==> src/ctb_pkg.sv <==
// Package for the core time base and timers block
package ctb_pkg;

  // ==========================================================
  // Register offsets (byte addresses)
  localparam logic [7:0] CTB_OFF_TBL     = 8'h00;
  localparam logic [7:0] CTB_OFF_TBU     = 8'h04;
  localparam logic [7:0] CTB_OFF_PIT     = 8'h08;
  localparam logic [7:0] CTB_OFF_CTRL    = 8'h0C;
  localparam logic [7:0] CTB_OFF_STATUS  = 8'h10;
  localparam logic [7:0] CTB_OFF_CLEAR   = 8'h14;
  localparam logic [7:0] CTB_OFF_ENABLE  = 8'h18;

  // ==========================================================
  // Control register field positions
  localparam int CTB_CTRL_EXT_CLK  = 0;
  localparam int CTB_CTRL_RELOAD   = 1;
  localparam int CTB_CTRL_FIT_SEL  = 2;
  localparam int CTB_CTRL_WD_SEL   = 4;
  localparam int CTB_CTRL_WD_RST   = 6;
  localparam int CTB_CTRL_WD_EN    = 8;

  // Status bit positions
  localparam int CTB_ST_PIT  = 0;
  localparam int CTB_ST_FIT  = 1;
  localparam int CTB_ST_WD   = 2;
  localparam int CTB_ST_NUM  = 3;

  // Reset values
  localparam logic [31:0] CTB_CTRL_RESET = 32'h0000_0000;
  localparam logic [2:0]  CTB_ENA_RESET  = 3'h0;

  // Time base bits tapped by the two selectable timers
  localparam int CTB_FIT_TAP0 = 9;
  localparam int CTB_FIT_TAP1 = 13;
  localparam int CTB_FIT_TAP2 = 17;
  localparam int CTB_FIT_TAP3 = 21;
  localparam int CTB_WD_TAP0  = 17;
  localparam int CTB_WD_TAP1  = 21;
  localparam int CTB_WD_TAP2  = 25;
  localparam int CTB_WD_TAP3  = 29;

  // ==========================================================
  // Types
  typedef enum logic [1:0] {
    CTB_RST_NONE   = 2'b00,
    CTB_RST_CORE   = 2'b01,
    CTB_RST_CHIP   = 2'b10,
    CTB_RST_SYSTEM = 2'b11
  } ctb_rst_kind_t;

  typedef enum logic [1:0] {
    CTB_WD_IDLE   = 2'b00,
    CTB_WD_ONCE   = 2'b01,
    CTB_WD_TWICE  = 2'b10
  } ctb_wd_state_t;

  typedef struct packed {
    logic          wd_en;
    ctb_rst_kind_t wd_rst;
    logic [1:0]    wd_sel;
    logic [1:0]    fit_sel;
    logic          reload;
    logic          ext_clk;
  } ctb_ctrl_t;

endpackage : ctb_pkg

==> src/ctb_timers.sv <==
// Core time base with interval, fixed interval and watchdog timers
// How it works
// - 64-bit time base ticks from CPU clock or external timer clock
// - Time base wraps silently on overflow, no flag or interrupt
// - All timers update on time base ticks; a time base write can also fire fixed interval or watchdog events
// - Interval count is 32 bits, loaded by software, minus one per tick
// - At zero the interval count stops and raises its interrupt
// - With auto-reload, zero reloads the last written value and continues
// - Fixed interval interrupt on 0-to-1 of one of four time base bits
// - Watchdog raises periodic critical interrupt at each interval end
// - Software picks watchdog period from four and the reset kind
// - Two intervals without status clear issue the selected reset
//
// Register access over APB and the placing of the registers were decided locally.
`timescale 1ns/1ps
`default_nettype none

module ctb_timers
  import ctb_pkg::*;
(
  input  wire logic        SYS_CLK,
  input  wire logic        SYS_RST,
  input  wire logic        TIMER_CLK_TICK,
  input  wire logic        PSEL,
  input  wire logic        PENABLE,
  input  wire logic        PWRITE,
  input  wire logic [7:0]  PADDR,
  input  wire logic [31:0] PWDATA,
  output logic      [31:0] PRDATA,
  output logic             PREADY,
  output logic             PSLVERR,
  output logic             IRQ,
  output logic             PIT_IRQ,
  output logic             FIT_IRQ,
  output logic             WD_IRQ,
  output logic             WD_RESET,
  output logic      [1:0]  WD_RESET_KIND
);

  // ==========================================================
  // Tap decoding shared by fixed interval and watchdog selection
  function automatic logic tap4(input logic [63:0] v,
                                input logic [1:0]  s,
                                input logic        wd);
    int b;
    b = 0;
    unique case (s)
      2'd0: b = wd ? CTB_WD_TAP0 : CTB_FIT_TAP0;
      2'd1: b = wd ? CTB_WD_TAP1 : CTB_FIT_TAP1;
      2'd2: b = wd ? CTB_WD_TAP2 : CTB_FIT_TAP2;
      2'd3: b = wd ? CTB_WD_TAP3 : CTB_FIT_TAP3;
    endcase
    return v[b];
  endfunction : tap4

  // ==========================================================
  // Bus decode
  logic        wr_en;
  logic        rd_hit;
  logic [63:0] time_base;
  logic [31:0] interval_count;
  logic [31:0] reload_value;
  ctb_ctrl_t   ctrl;
  logic [2:0]  status;
  logic [2:0]  enable;
  logic        tick;
  logic        fit_prev;
  logic        wd_prev;
  logic        fit_bit;
  logic        wd_bit;
  logic        fit_event;
  logic        wd_event;
  logic        pit_event;
  logic        pit_load;
  logic [2:0]  events;
  logic [2:0]  clears;
  ctb_wd_state_t wd_state;

  assign wr_en   = PSEL && PENABLE && PWRITE;
  assign PREADY  = 1'b1;
  assign rd_hit  = (PADDR == CTB_OFF_TBL) || (PADDR == CTB_OFF_TBU)
                || (PADDR == CTB_OFF_PIT) || (PADDR == CTB_OFF_CTRL)
                || (PADDR == CTB_OFF_STATUS) || (PADDR == CTB_OFF_CLEAR)
                || (PADDR == CTB_OFF_ENABLE);
  // Unmapped offsets answer with an error rather than silently
  assign PSLVERR = PSEL && PENABLE && !rd_hit;

  always_ff @(posedge SYS_CLK) begin
    if (SYS_RST) begin
      PRDATA <= 32'h0000_0000;
    end else if (PSEL && !PENABLE && !PWRITE) begin
      unique case (PADDR)
        CTB_OFF_TBL:    PRDATA <= time_base[31:0];
        CTB_OFF_TBU:    PRDATA <= time_base[63:32];
        CTB_OFF_PIT:    PRDATA <= interval_count;
        CTB_OFF_CTRL:   PRDATA <= {23'h0, ctrl};
        CTB_OFF_STATUS: PRDATA <= {29'h0, status};
        CTB_OFF_ENABLE: PRDATA <= {29'h0, enable};
        default:        PRDATA <= 32'h0000_0000;
      endcase
    end
  end

  // ==========================================================
  // Control and enable registers
  always_ff @(posedge SYS_CLK) begin
    if (SYS_RST) begin
      ctrl <= ctb_ctrl_t'(CTB_CTRL_RESET[8:0]);
    end else if (wr_en && PADDR == CTB_OFF_CTRL) begin
      ctrl <= ctb_ctrl_t'(PWDATA[8:0]);
    end
  end

  always_ff @(posedge SYS_CLK) begin
    if (SYS_RST) begin
      enable <= CTB_ENA_RESET;
    end else if (wr_en && PADDR == CTB_OFF_ENABLE) begin
      enable <= PWDATA[2:0];
    end
  end

  // ==========================================================
  // Time base
  // External tick is a synchronous enable, so no second domain
  assign tick = ctrl.ext_clk ? TIMER_CLK_TICK : 1'b1;

  always_ff @(posedge SYS_CLK) begin
    if (SYS_RST) begin
      time_base <= 64'h0000_0000_0000_0000;
    end else if (wr_en && PADDR == CTB_OFF_TBL) begin
      time_base[31:0] <= PWDATA;
    end else if (wr_en && PADDR == CTB_OFF_TBU) begin
      time_base[63:32] <= PWDATA;
    end else if (tick) begin
      time_base <= time_base + 64'h0000_0000_0000_0001;
    end
  end

  // ==========================================================
  // Programmable interval timer
  assign pit_load  = wr_en && PADDR == CTB_OFF_PIT;
  assign pit_event = tick && !pit_load && interval_count == 32'h0000_0001;

  always_ff @(posedge SYS_CLK) begin
    if (SYS_RST) begin
      reload_value <= 32'h0000_0000;
    end else if (pit_load) begin
      reload_value <= PWDATA;
    end
  end

  always_ff @(posedge SYS_CLK) begin
    if (SYS_RST) begin
      interval_count <= 32'h0000_0000;
    end else if (pit_load) begin
      interval_count <= PWDATA;
    end else if (tick && interval_count != 32'h0000_0000) begin
      if (interval_count == 32'h0000_0001 && ctrl.reload) begin
        interval_count <= reload_value;
      end else begin
        interval_count <= interval_count - 32'h0000_0001;
      end
    end
  end

  // ==========================================================
  // Fixed interval and watchdog taps
  assign fit_bit   = tap4(time_base, ctrl.fit_sel, 1'b0);
  assign wd_bit    = tap4(time_base, ctrl.wd_sel, 1'b1);
  assign fit_event = fit_bit && !fit_prev;
  assign wd_event  = wd_bit && !wd_prev;

  always_ff @(posedge SYS_CLK) begin
    if (SYS_RST) begin
      fit_prev <= 1'b0;
      wd_prev  <= 1'b0;
    end else begin
      fit_prev <= fit_bit;
      wd_prev  <= wd_bit;
    end
  end

  // ==========================================================
  // Watchdog sequence
  // Stage leaves idle at the first interval end, then advances only while the status stays set
  always_ff @(posedge SYS_CLK) begin
    if (SYS_RST) begin
      wd_state <= CTB_WD_IDLE;
    end else if (wd_event) begin
      unique case (wd_state)
        CTB_WD_IDLE: wd_state <= CTB_WD_ONCE;
        CTB_WD_ONCE: wd_state <= status[CTB_ST_WD] ? CTB_WD_TWICE
                                                   : CTB_WD_ONCE;
        CTB_WD_TWICE: wd_state <= CTB_WD_TWICE;
        default: wd_state <= CTB_WD_IDLE;
      endcase
    end
  end

  always_ff @(posedge SYS_CLK) begin
    if (SYS_RST) begin
      WD_RESET      <= 1'b0;
      WD_RESET_KIND <= 2'b00;
    end else if (ctrl.wd_en && wd_event && wd_state != CTB_WD_IDLE
                 && status[CTB_ST_WD] && !WD_RESET) begin
      WD_RESET      <= 1'b1;
      WD_RESET_KIND <= ctrl.wd_rst;
    end
  end

  // ==========================================================
  // Sticky status, clear and interrupt outputs
  assign events = {wd_event, fit_event, pit_event};
  assign clears = (wr_en && PADDR == CTB_OFF_CLEAR) ? PWDATA[2:0] : 3'h0;

  genvar gi;
  generate
    for (gi = 0; gi < CTB_ST_NUM; gi++) begin : g_status
      // A new event beats a clear in the same cycle
      always_ff @(posedge SYS_CLK) begin
        if (SYS_RST) begin
          status[gi] <= 1'b0;
        end else if (events[gi]) begin
          status[gi] <= 1'b1;
        end else if (clears[gi]) begin
          status[gi] <= 1'b0;
        end
      end
    end
  endgenerate

  assign PIT_IRQ = status[CTB_ST_PIT] && enable[CTB_ST_PIT];
  assign FIT_IRQ = status[CTB_ST_FIT] && enable[CTB_ST_FIT];
  assign WD_IRQ  = status[CTB_ST_WD] && enable[CTB_ST_WD];
  assign IRQ     = PIT_IRQ || FIT_IRQ || WD_IRQ;

endmodule : ctb_timers

`default_nettype wire

==> config.mk <==
export PLATFORM = sky130hd
export DESIGN_NAME = ctb_timers
export DESIGN_NICKNAME = d
export VERILOG_FILES = /design/src/ctb_pkg.sv /design/src/ctb_timers.sv
export SDC_FILE = /design/constraint.sdc
export NUM_CORES = 1
export LEC_CHECK = 0
export ABC_AREA = 0
export BUFFER_PORTS_ARGS = -buffer_cell sky130_fd_sc_hd__buf_2
export CORE_AREA = 2 2 145 182
export DETAILED_ROUTE_END_ITERATION = 10
export DIE_AREA = 0 0 147 184
export MAX_ROUTING_LAYER = met4
export PLACE_DENSITY = 0.66
export SETUP_SLACK_MARGIN = 0.02
export SKIP_LAST_GASP = 1
export SLEW_MARGIN = 20
export SYNTH_ARGS = -nofsm -noshare
export SYNTH_HDL_FRONTEND = slang
export SYNTH_SLANG_ARGS = --single-unit
==> constraint.sdc <==
create_clock -name SYS_CLK -period 3.8 [get_ports SYS_CLK]
set_clock_uncertainty 0.1 [all_clocks]
set_input_delay 0.19 -clock SYS_CLK [delete_from_list [all_inputs] [get_ports SYS_CLK]]
set_output_delay 0.19 -clock SYS_CLK [all_outputs]
set_load 0.005 [all_outputs]
# Word-level counts from Yosys, hierarchy flattened
# Index checks and enable logic that the tools add are counted.
[totals] ff_bits=182 latchBits=0 ram_bits=0 rom_bits=0 in_bits=46 output_inout_bits=41 wordCells=120 memories=0
[op_classes] n_addsub=2 n_mul=0 n_div=0 n_lt_le_gt_ge=2 n_eq_ne=16 n_shift=0 n_mux=26 bitwise_logic=1 n_reduce_logical=53
[ops] op="32-bit case mux with 4 select lines" count=2
[ops] op="32-bit two-way mux" count=6
[ops] op="32-bit case mux with 6 select lines" count=1
[ops] op="64-bit by 1-bit adder with 64-bit output (second input constant)" count=1
[ops] op="32-bit by 8-bit < comparator with 1-bit output (second input constant)" count=2
[ops] op="64-bit two-way mux" count=1
[ops] op="32-bit by 1-bit == test with 1-bit output (second input constant)" count=1
[ops] op="32-bit nonzero test" count=1
[ops] op="32-bit by 1-bit subtractor with 32-bit output (second input constant)" count=1
[ops] op="8-bit by 5-bit == test with 1-bit output (second input constant)" count=3
[ops] op="1-bit logical AND" count=24
[ops] op="8-bit by 4-bit == test with 1-bit output (second input constant)" count=2
[ops] op="2-bit nonzero test" count=7
[ops] op="1-bit binary-select mux with 6-bit select" count=2
[ops] op="1-bit two-way mux" count=11
[ops] op="2-bit == test (second input constant)" count=5
[ops] op="8-bit by 3-bit == test with 1-bit output (second input constant)" count=1
[ops] op="8-bit logical NOT" count=1
[ops] op="1-bit logical OR" count=8
[ops] op="1-bit logical NOT" count=7
[ops] op="2-bit by 1-bit == test with 1-bit output (second input constant)" count=3
[ops] op="2-bit logical NOT" count=3
[ops] op="2-bit case mux with 3 select lines" count=1
[ops] op="2-bit AND reduction" count=2
[ops] op="4 further kinds" count=4

# Longest topological paths before layout
# Gate-level depths: netlist of run 1.
[logic_depth] word_depth=10 ltp_mapped=11 depth_no_buf=8

# Least setup slack after synthesis of run 1
# Ideal clock, no wire load.
[synth_timing] path_kind="register to register" startpoint="register interval_count[26]" endpoint="register interval_count[24]" setup_ns=0.122 arrival_ns=2.306 required_ns=3.578 path_slack_ns=1.272 path_stages_with_launch=9 n_path_buf=2 synth_period_minus_slack_ns=2.528 cell_sequence="dfxtp_1 buf_2 or4_4 nor4_4 nand3_1 o21ai_2 buf_4 a211oi_1 a221o_1"
[synth_via] elab_chain_len=5 elab_cells_between_ends=8 classes_between="1 x eq/ne; 3 x mux; 4 x reduce/logical"
[synth_rtl] element="from (decl)" line="ctb_timers.sv:61" text="logic [31:0] interval_count;"
[synth_rtl] element="from (signal assigned)" line="ctb_timers.sv:159" text="interval_count <= reload_value;"
[synth_rtl] element="from (signal assigned)" line="ctb_timers.sv:161" text="interval_count <= interval_count - 32'h0000_0001;"
[synth_rtl] element="32-bit by 1-bit == test with 1-bit output" line="ctb_timers.sv:158" text="if (interval_count == 32'h0000_0001 && ctrl.reload) begin"
[synth_rtl] element="1-bit logical AND" line="ctb_timers.sv:158"
[synth_rtl] element="32-bit two-way mux" line="ctb_timers.sv:158"
[synth_rtl] element="32-bit two-way mux" line="ctb_timers.sv:157" text="end else if (tick && interval_count != 32'h0000_0000) begin"
[synth_rtl] element="32-bit two-way mux" line="ctb_timers.sv:155" text="end else if (pit_load) begin"
# Several ways; a longest one is shown, not always the timed one. The select of a mux whose other input is x is not followed.
# A chain may end at the register's enable or synchronous reset.

# Final worst setup path of run 1
[layout_timing] startpoint="register interval_count[12]" endpoint="register interval_count[3]"
# Same word-level chain as after synthesis.

==> metrics, run 1 <==
status=completed; Slew Viols, Final=0; Relative slew margins=0.266; total internal power=4.04 mW; cell area after synthesis=0.0102 mm^2; Cell Pwr Density=519 mW/mm^2; peak supply drop=359 uV; post-route cell area=0.0119 mm^2; Leak=4.29 nW; WHS Endpoint=enable[1]; # DRC=0; Syn. warnings=0; DP HPWL=26900 um; Tightest Pin Transition=1.10 ns; Core Region=0.0252 mm^2; worst-path cell chain=buf_4 > or4_1 > nor3_2 > nand4_4 > buf_4 > nor2_1 > nor3_1 > a221o_1; Worst Hold Class=in -> reg; Critical Path End Type=register; flop2flop setup slack=0.70 ns; FF-to-FF path depth=8; GR Util All Layers=0.285; path type of the worst setup path=reg -> reg; CTS Root Cell=clkbuf_16; clock sinks=182; top_reg_cell synth=dfxtp_1; FFs w/ async S/R, synth=0; most common cell after layout, fill and taps aside=dfxtp_1; Hold Fails Final Rpt=0; H-tree levels=4; initial core utilization=0.405; worst skew pair latency=0.45 ns; sw power=2.16 mW; hold path start=PWDATA[1]; Chip Height=184 um; # diodes=0; Layout area overhead=17.0%; post-synth net total=1347; DIE WIDTH=147 um; Seq pwr share=0.369; Synth Register Bits=182; gpl congestion=0.989; CTS resizes=0; Maximum Capacitance Violations=0; slowest stage delay, CP=0.60 ns; Port Buf Inserts=85; Syn Area/Cell=7.86 um^2; crit path launch type=register; Slowest cell on crit path=or4_1; WP data arrival=3.33 ns; worst hold slack=0.0118 ns; switch share=0.348; Peak Freq=322 MHz; share of cells above drive strength 1=0.136; Initial DRT Pass Iterations=6; Clk pwr share=0.330; RSZ-0062 raised after global routing=no; maximum clock path buffer count=2; global route overflow=0; Worst Path Max Fanout=24; Final #Nets=1424; commonest cells after routing, fill and taps aside=dfxtp_1 (182), nand2_1 (164), nor2_1 (137); dpl cell area=0.0110 mm^2; vias per cell=6.21; WP data required=4.03 ns; pin count of the biggest net entering global routing=66; Avg WL per Cell=22.0 um; initial antenna violation count=0; Routed Antenna Nets=0; # rows=65; Reg clk slew, reported paths=0.07 ns; first-pass GRT wire length=57700 um; Yosys cell types=71; CTS buffer count=17; worst r2r src=interval_count[12]; DIE AREA=0.0270 mm^2; CP most frequent cell=buf_4; final worst path period share=0.817; combinational share of power=0.301; final setup vio count=0; TritonCTS clock tree=done; vias=10696; Min-Delay Path Depth=3; Iteration-0 DRC Markers=1156; worst r2r dst=interval_count[3]; Syn Inst Count=1298; number of global-route vias before repair=9753; Total Power=6.20 mW; Ports=87; Post-synth EDFFs=0; Final TNS setup=0 ns; register area share after synthesis=0.357; fin crit period=3.10 ns; Routed WL=38000 um
[worst max-delay path by stage]
stage | startpoint | endpoint | slack, ns | cells past startpoint
final | interval_count[12] | interval_count[3] | 0.70 | 8
after floorplan | interval_count[26] | interval_count[24] | 1.27 | 8
after detailed placement | interval_count[12] | interval_count[3] | 0.75 | 8
after global routing | interval_count[4] | interval_count[3] | 0.57 | 7
after CTS | interval_count[12] | interval_count[3] | 0.71 | 8
after global placement | interval_count[12] | interval_count[26] | 0.81 | 8
[final cells by class]
type | instances | area (um^2)
clock buffer | 21 | 480
inverter | 21 | 78.8
tap | 335 | 419
clock inverter | 11 | 194
timing repair buffer | 151 | 998
sequential | 182 | 3640
multi-input combinational | 1002 | 6120
fill | 2542 | 13300
[registers in the layout, summed over array words and instances (netlist names)]
name,cells
status,3
wd_state,2
enable,3
WD_RESET_KIND,2
time_base,64
PRDATA,32
fit_prev,1
reload_value,32
ctrl,9
interval_count,32
WD_RESET,1
wd_prev,1
[Yosys cell counts, types with 4 or more instances]
cell	number	area, um^2
dfxtp_1	182	3640
nand2_1	164	616
nor2_1	139	522
a21oi_1	97	485
clkbuf_1	78	293
o21ai_0	62	310
nand3_1	48	240
a211oi_1	44	330
nor3_1	44	220
a22oi_1	41	308
mux2i_1	37	370
nand4_1	34	213
xnor2_1	30	263
nor4_1	25	156
inv_1	21	78.8
and3_1	18	113
a221o_1	17	170
and2_1	17	106
or3_1	16	100
xor2_1	16	140
or4_1	13	97.6
mux4_2	11	248
and4_1	10	87.6
buf_2	10	50.1
o21ai_1	10	50.1
a31oi_1	9	56.3
o221ai_1	7	61.3
a311o_1	6	60.1
nand2b_1	6	37.5
nor2b_1	6	37.5
nand4b_1	5	43.8
mux2_2	4	45.0
nor4_2	4	50.1
[per-layer routing]
| layer | up-vias | GRT usage | share of wire |
|---|---|---|---|
| li1 | 4927 | - | - |
| met4 | 0 | 0.143 | 0.049 |
| met3 | 118 | 0.0469 | 0.072 |
| met1 | 5181 | 0.351 | 0.40 |
| met5 | - | - | 0 |
| met2 | 470 | 0.455 | 0.48 |
[worst max-delay path: cells and delay by family (launching register included)]
family | cells | cell delay (ns)
AOI/OAI and AO/OA | 1 | 0.29
buffers and inverters | 2 | 0.55
DFF | 1 | 0.31
and+or+nand+nor | 5 | 1.73
[cell families after synthesis]
family / share of synthesized area
AND/OR/NAND/NOR: 0.278
AO/OA/AOI/OAI: 0.212
flip-flops: 0.357
buffers and inverters: 0.0443
multiplexers: 0.0650
XOR/XNOR: 0.0395
adder cells (fa/ha/maj): 0.00368
other: 0.000367
[power groups by stage]
stage / clock (mW) / combinational (mW) / sequential [mW]
6_report: 2.05 / 1.86 / 2.29
5_1_grt: 2.13 / 2.02 / 2.31
4_1_cts: 2.06 / 1.86 / 2.28
3_5_place_dp: 0 / 1.82 / 2.31
3_3_place_gp: 0 / 1.80 / 2.31
2_1_floorplan: 0 / 1.38 / 2.22
[through the flow]
| step | util | setup WS [ns] | instances |
|---|---|---|---|
| after floorplan | - | 1.27 | 1298 |
| after global placement | 0.435 | 0.808 | 1661 |
| after detailed placement | 0.435 | 0.747 | 1661 |
| after CTS | 0.473 | 0.709 | 1723 |
| after global routing | 0.474 | 0.570 | 1723 |
| final | 0.474 | 0.697 | 1723 |
[timing repair]
action,CTS,global route
buffers inserted,0,0
hold buffers,30,0
endpoints found under the hold margin,57,0
setup endpoints to repair,0,0
No activity file was read; power rests on OpenSTA's default activity.
==> run 2: changes to the inputs <==
==> constraint.sdc (replaced) <==
create_clock -name SYS_CLK -period 3.1 [get_ports SYS_CLK]
set_clock_uncertainty 0.1 [all_clocks]
set_input_delay 0.155 -clock SYS_CLK [delete_from_list [all_inputs] [get_ports SYS_CLK]]
set_output_delay 0.155 -clock SYS_CLK [all_outputs]
set_load 0.005 [all_outputs]
==> run 2 against run 1 <==
Clock-buffer cell count decreased by 3. Clock power increased by 7%. Non-clock buffer count increased by 23. Critical path type unchanged. Largest cell class unchanged. Highest routed layer unchanged.
==> metrics, run 2 (synthesis results as in run 1) <==
status=completed (unchanged); Top reg by flops=time_base (unchanged); Hold Fails Final Rpt=0 (unchanged); final worst path period share=0.896 (was 0.817); share of cells above drive strength 1=0.147 (was 0.136); pin count of the biggest net entering global routing=54 (was 66); slowest stage delay, CP=0.63 ns (was 0.60 ns); fin util=0.478 (was 0.474); Ports=87 (unchanged); worst skew pair latency=0.46 ns (was 0.45 ns); # rows=65 (unchanged); Final #Nets=1447 (was 1424); initial core utilization=0.405 (unchanged); CTS Root Cell=clkbuf_16 (unchanged); Avg WL per Cell=21.9 um (was 22.0 um); peak supply drop=426 uV (was 359 uV); Layout area overhead=18.1% (was 17.0%); vias per cell=6.18 (was 6.21); first-pass GRT wire length=58400 um (was 57700 um); Post CTS Setup Buffer Count=0 (unchanged); Routed Antenna Nets=0 (unchanged); gpl congestion=0.953 (was 0.989); Worst Hold Class=in -> reg (unchanged); Slew Viols, Final=0 (unchanged); Chip Height=184 um (unchanged); Seq pwr share=0.378 (was 0.369); H-tree levels=4 (unchanged); crit path launch type=register (unchanged); Port Buf Inserts=85 (unchanged); RSZ-0062 raised after global routing=no (unchanged); path type of the worst setup path=reg -> reg (unchanged); initial antenna violation count=1 (was 0); worst-path cell chain=nand4_1 > or4_1 > nor4b_4 > buf_4 > and2_1 > a21oi_1 > a311o_1 (was buf_4 > or4_1 > nor3_2 > nand4_4 > buf_4 > nor2_1 > nor3_1 > a221o_1); maximum clock path buffer count=2 (unchanged); WP data arrival=3.02 ns (was 3.33 ns); Initial DRT Pass Iterations=7 (was 6); CTS resizes=0 (unchanged); max reg flops=64 (unchanged); DIE AREA=0.0270 mm^2 (unchanged); switch share=0.371 (was 0.348); Leak=4.35 nW (was 4.29 nW); CP bufs+invs=1 (was 2); DIE WIDTH=147 um (unchanged); Reg clk slew, reported paths=0.07 ns (about the same); clock sinks=182 (unchanged); # diodes=0 (unchanged); TritonCTS clock tree=done (unchanged); Clk pwr share=0.297 (was 0.330); dpl cell area=0.0111 mm^2 (was 0.0110 mm^2); WP data required=3.34 ns (was 4.03 ns); Hold-fix buffers, CTS=33 (was 30); Peak Freq=360 MHz (was 322 MHz); vias=10797 (was 10696); combinational share of power=0.325 (was 0.301); commonest cells after routing, fill and taps aside=dfxtp_1 (182), nand2_1 (164), nor2_1 (138) (was dfxtp_1 (182), nand2_1 (164), nor2_1 (137)); post-route cell area=0.0120 mm^2 (was 0.0119 mm^2); Slowest cell on crit path=or4_1 (unchanged); Iteration-0 DRC Markers=1199 (was 1156); number of global-route vias before repair=10060 (was 9753); DP HPWL=27200 um (was 26900 um); Final TNS setup=0 ns (unchanged); # DRC=0 (unchanged); total internal power=4.66 mW (was 4.04 mW); Routed WL=38200 um (was 38000 um); sw power=2.75 mW (was 2.16 mW); Maximum Capacitance Violations=0 (unchanged); Critical Path End Type=register (unchanged); Worst Path Max Fanout=8 (was 24); CTS buffer count=17 (unchanged); GR Util All Layers=0.288 (was 0.285); Core Region=0.0252 mm^2 (unchanged); most common cell after layout, fill and taps aside=dfxtp_1 (unchanged); global route overflow=0 (unchanged); Relative slew margins=0.348 (was 0.266); Cell Pwr Density=615 mW/mm^2 (was 519 mW/mm^2); fin crit period=2.78 ns (was 3.10 ns); final setup vio count=0 (unchanged); kind of cell adding the most delay to the critical path=simple AND/OR/NAND/NOR gates (unchanged); Tightest Pin Transition=0.969 ns (was 1.10 ns)
==> run 2: cell count changes in the layout (fill, tap and decap cells not counted) <==
cell / previous run / this run
inv_8: 0 / 1
bufinv_16: 5 / 1
clkbuf_8: 4 / 1
dlygate4sd3_1: 30 / 33
clkinv_4: 2 / 3
nor2_1: 137 / 138
clkinv_2: 2 / 0
clkinvlp_4: 1 / 4
nor2_2: 2 / 1
buf_12: 0 / 2
inv_6: 1 / 5
buf_4: 37 / 55
==> run 2: metrics by stage <==
step | power, mW | setup slack (ns) | instances | hold WS (ns)
CTS | 7.38 | 0.341 | 1746 | 0.0638
detailed placement | 5.16 | 0.363 | 1681 | 0.345
global placement | 5.15 | 0.396 | 1681 | 0.339
floorplan | 4.41 | 0.572 | 1298 | 0.191
finish | 7.41 | 0.322 | 1746 | 0.0656
global route | 7.74 | 0.185 | 1746 | 0.0928
==> run 2: power groups by stage <==
stage	Clock [mW]	Sequential [mW]	Combinational [mW]
final	2.20	2.80	2.41
after global routing	2.30	2.82	2.61
after CTS	2.22	2.78	2.38
after detailed placement	0	2.84	2.33
after global placement	0	2.83	2.32
after floorplan	0	2.72	1.69
==> run 2: metal layers <==
metal | global-route usage | vias to the layer above | routed length, um
met1 | 0.348 | 5189 | 15300
met5 | - | - | 0
li1 | - | 4979 | -
met4 | 0.128 | 0 | 1560
met2 | 0.468 | 520 | 18400
met3 | 0.0551 | 109 | 2980
==> run 2: final timing paths <==
kind,start,to,slack [ns],cells past startpoint
worst max-delay path,time_base[16],time_base[56],0.32,7
worst min-delay path,PSEL,PRDATA[0],0.07,4
worst max register to register,time_base[16],time_base[56],0.32,7
worst min register to register,reload_value[1],reload_value[1],0.35,2
==> run 2: final cells by class <==
type                    count  area [um^2]
well taps                 335          419
multi-input cells        1002         6120
flip-flops and latches    182         3640
inverters                  21         78.8
repair buffers            174         1200
clock inverters            14          141
clock buffers              18          439
fillers                  2562        13200
==> run 2: worst min-delay path, delay by kind of cell <==
family	cells	cell delay [ns]
buffers and inverters	1	0.12
AND/OR/NAND/NOR	3	0.30
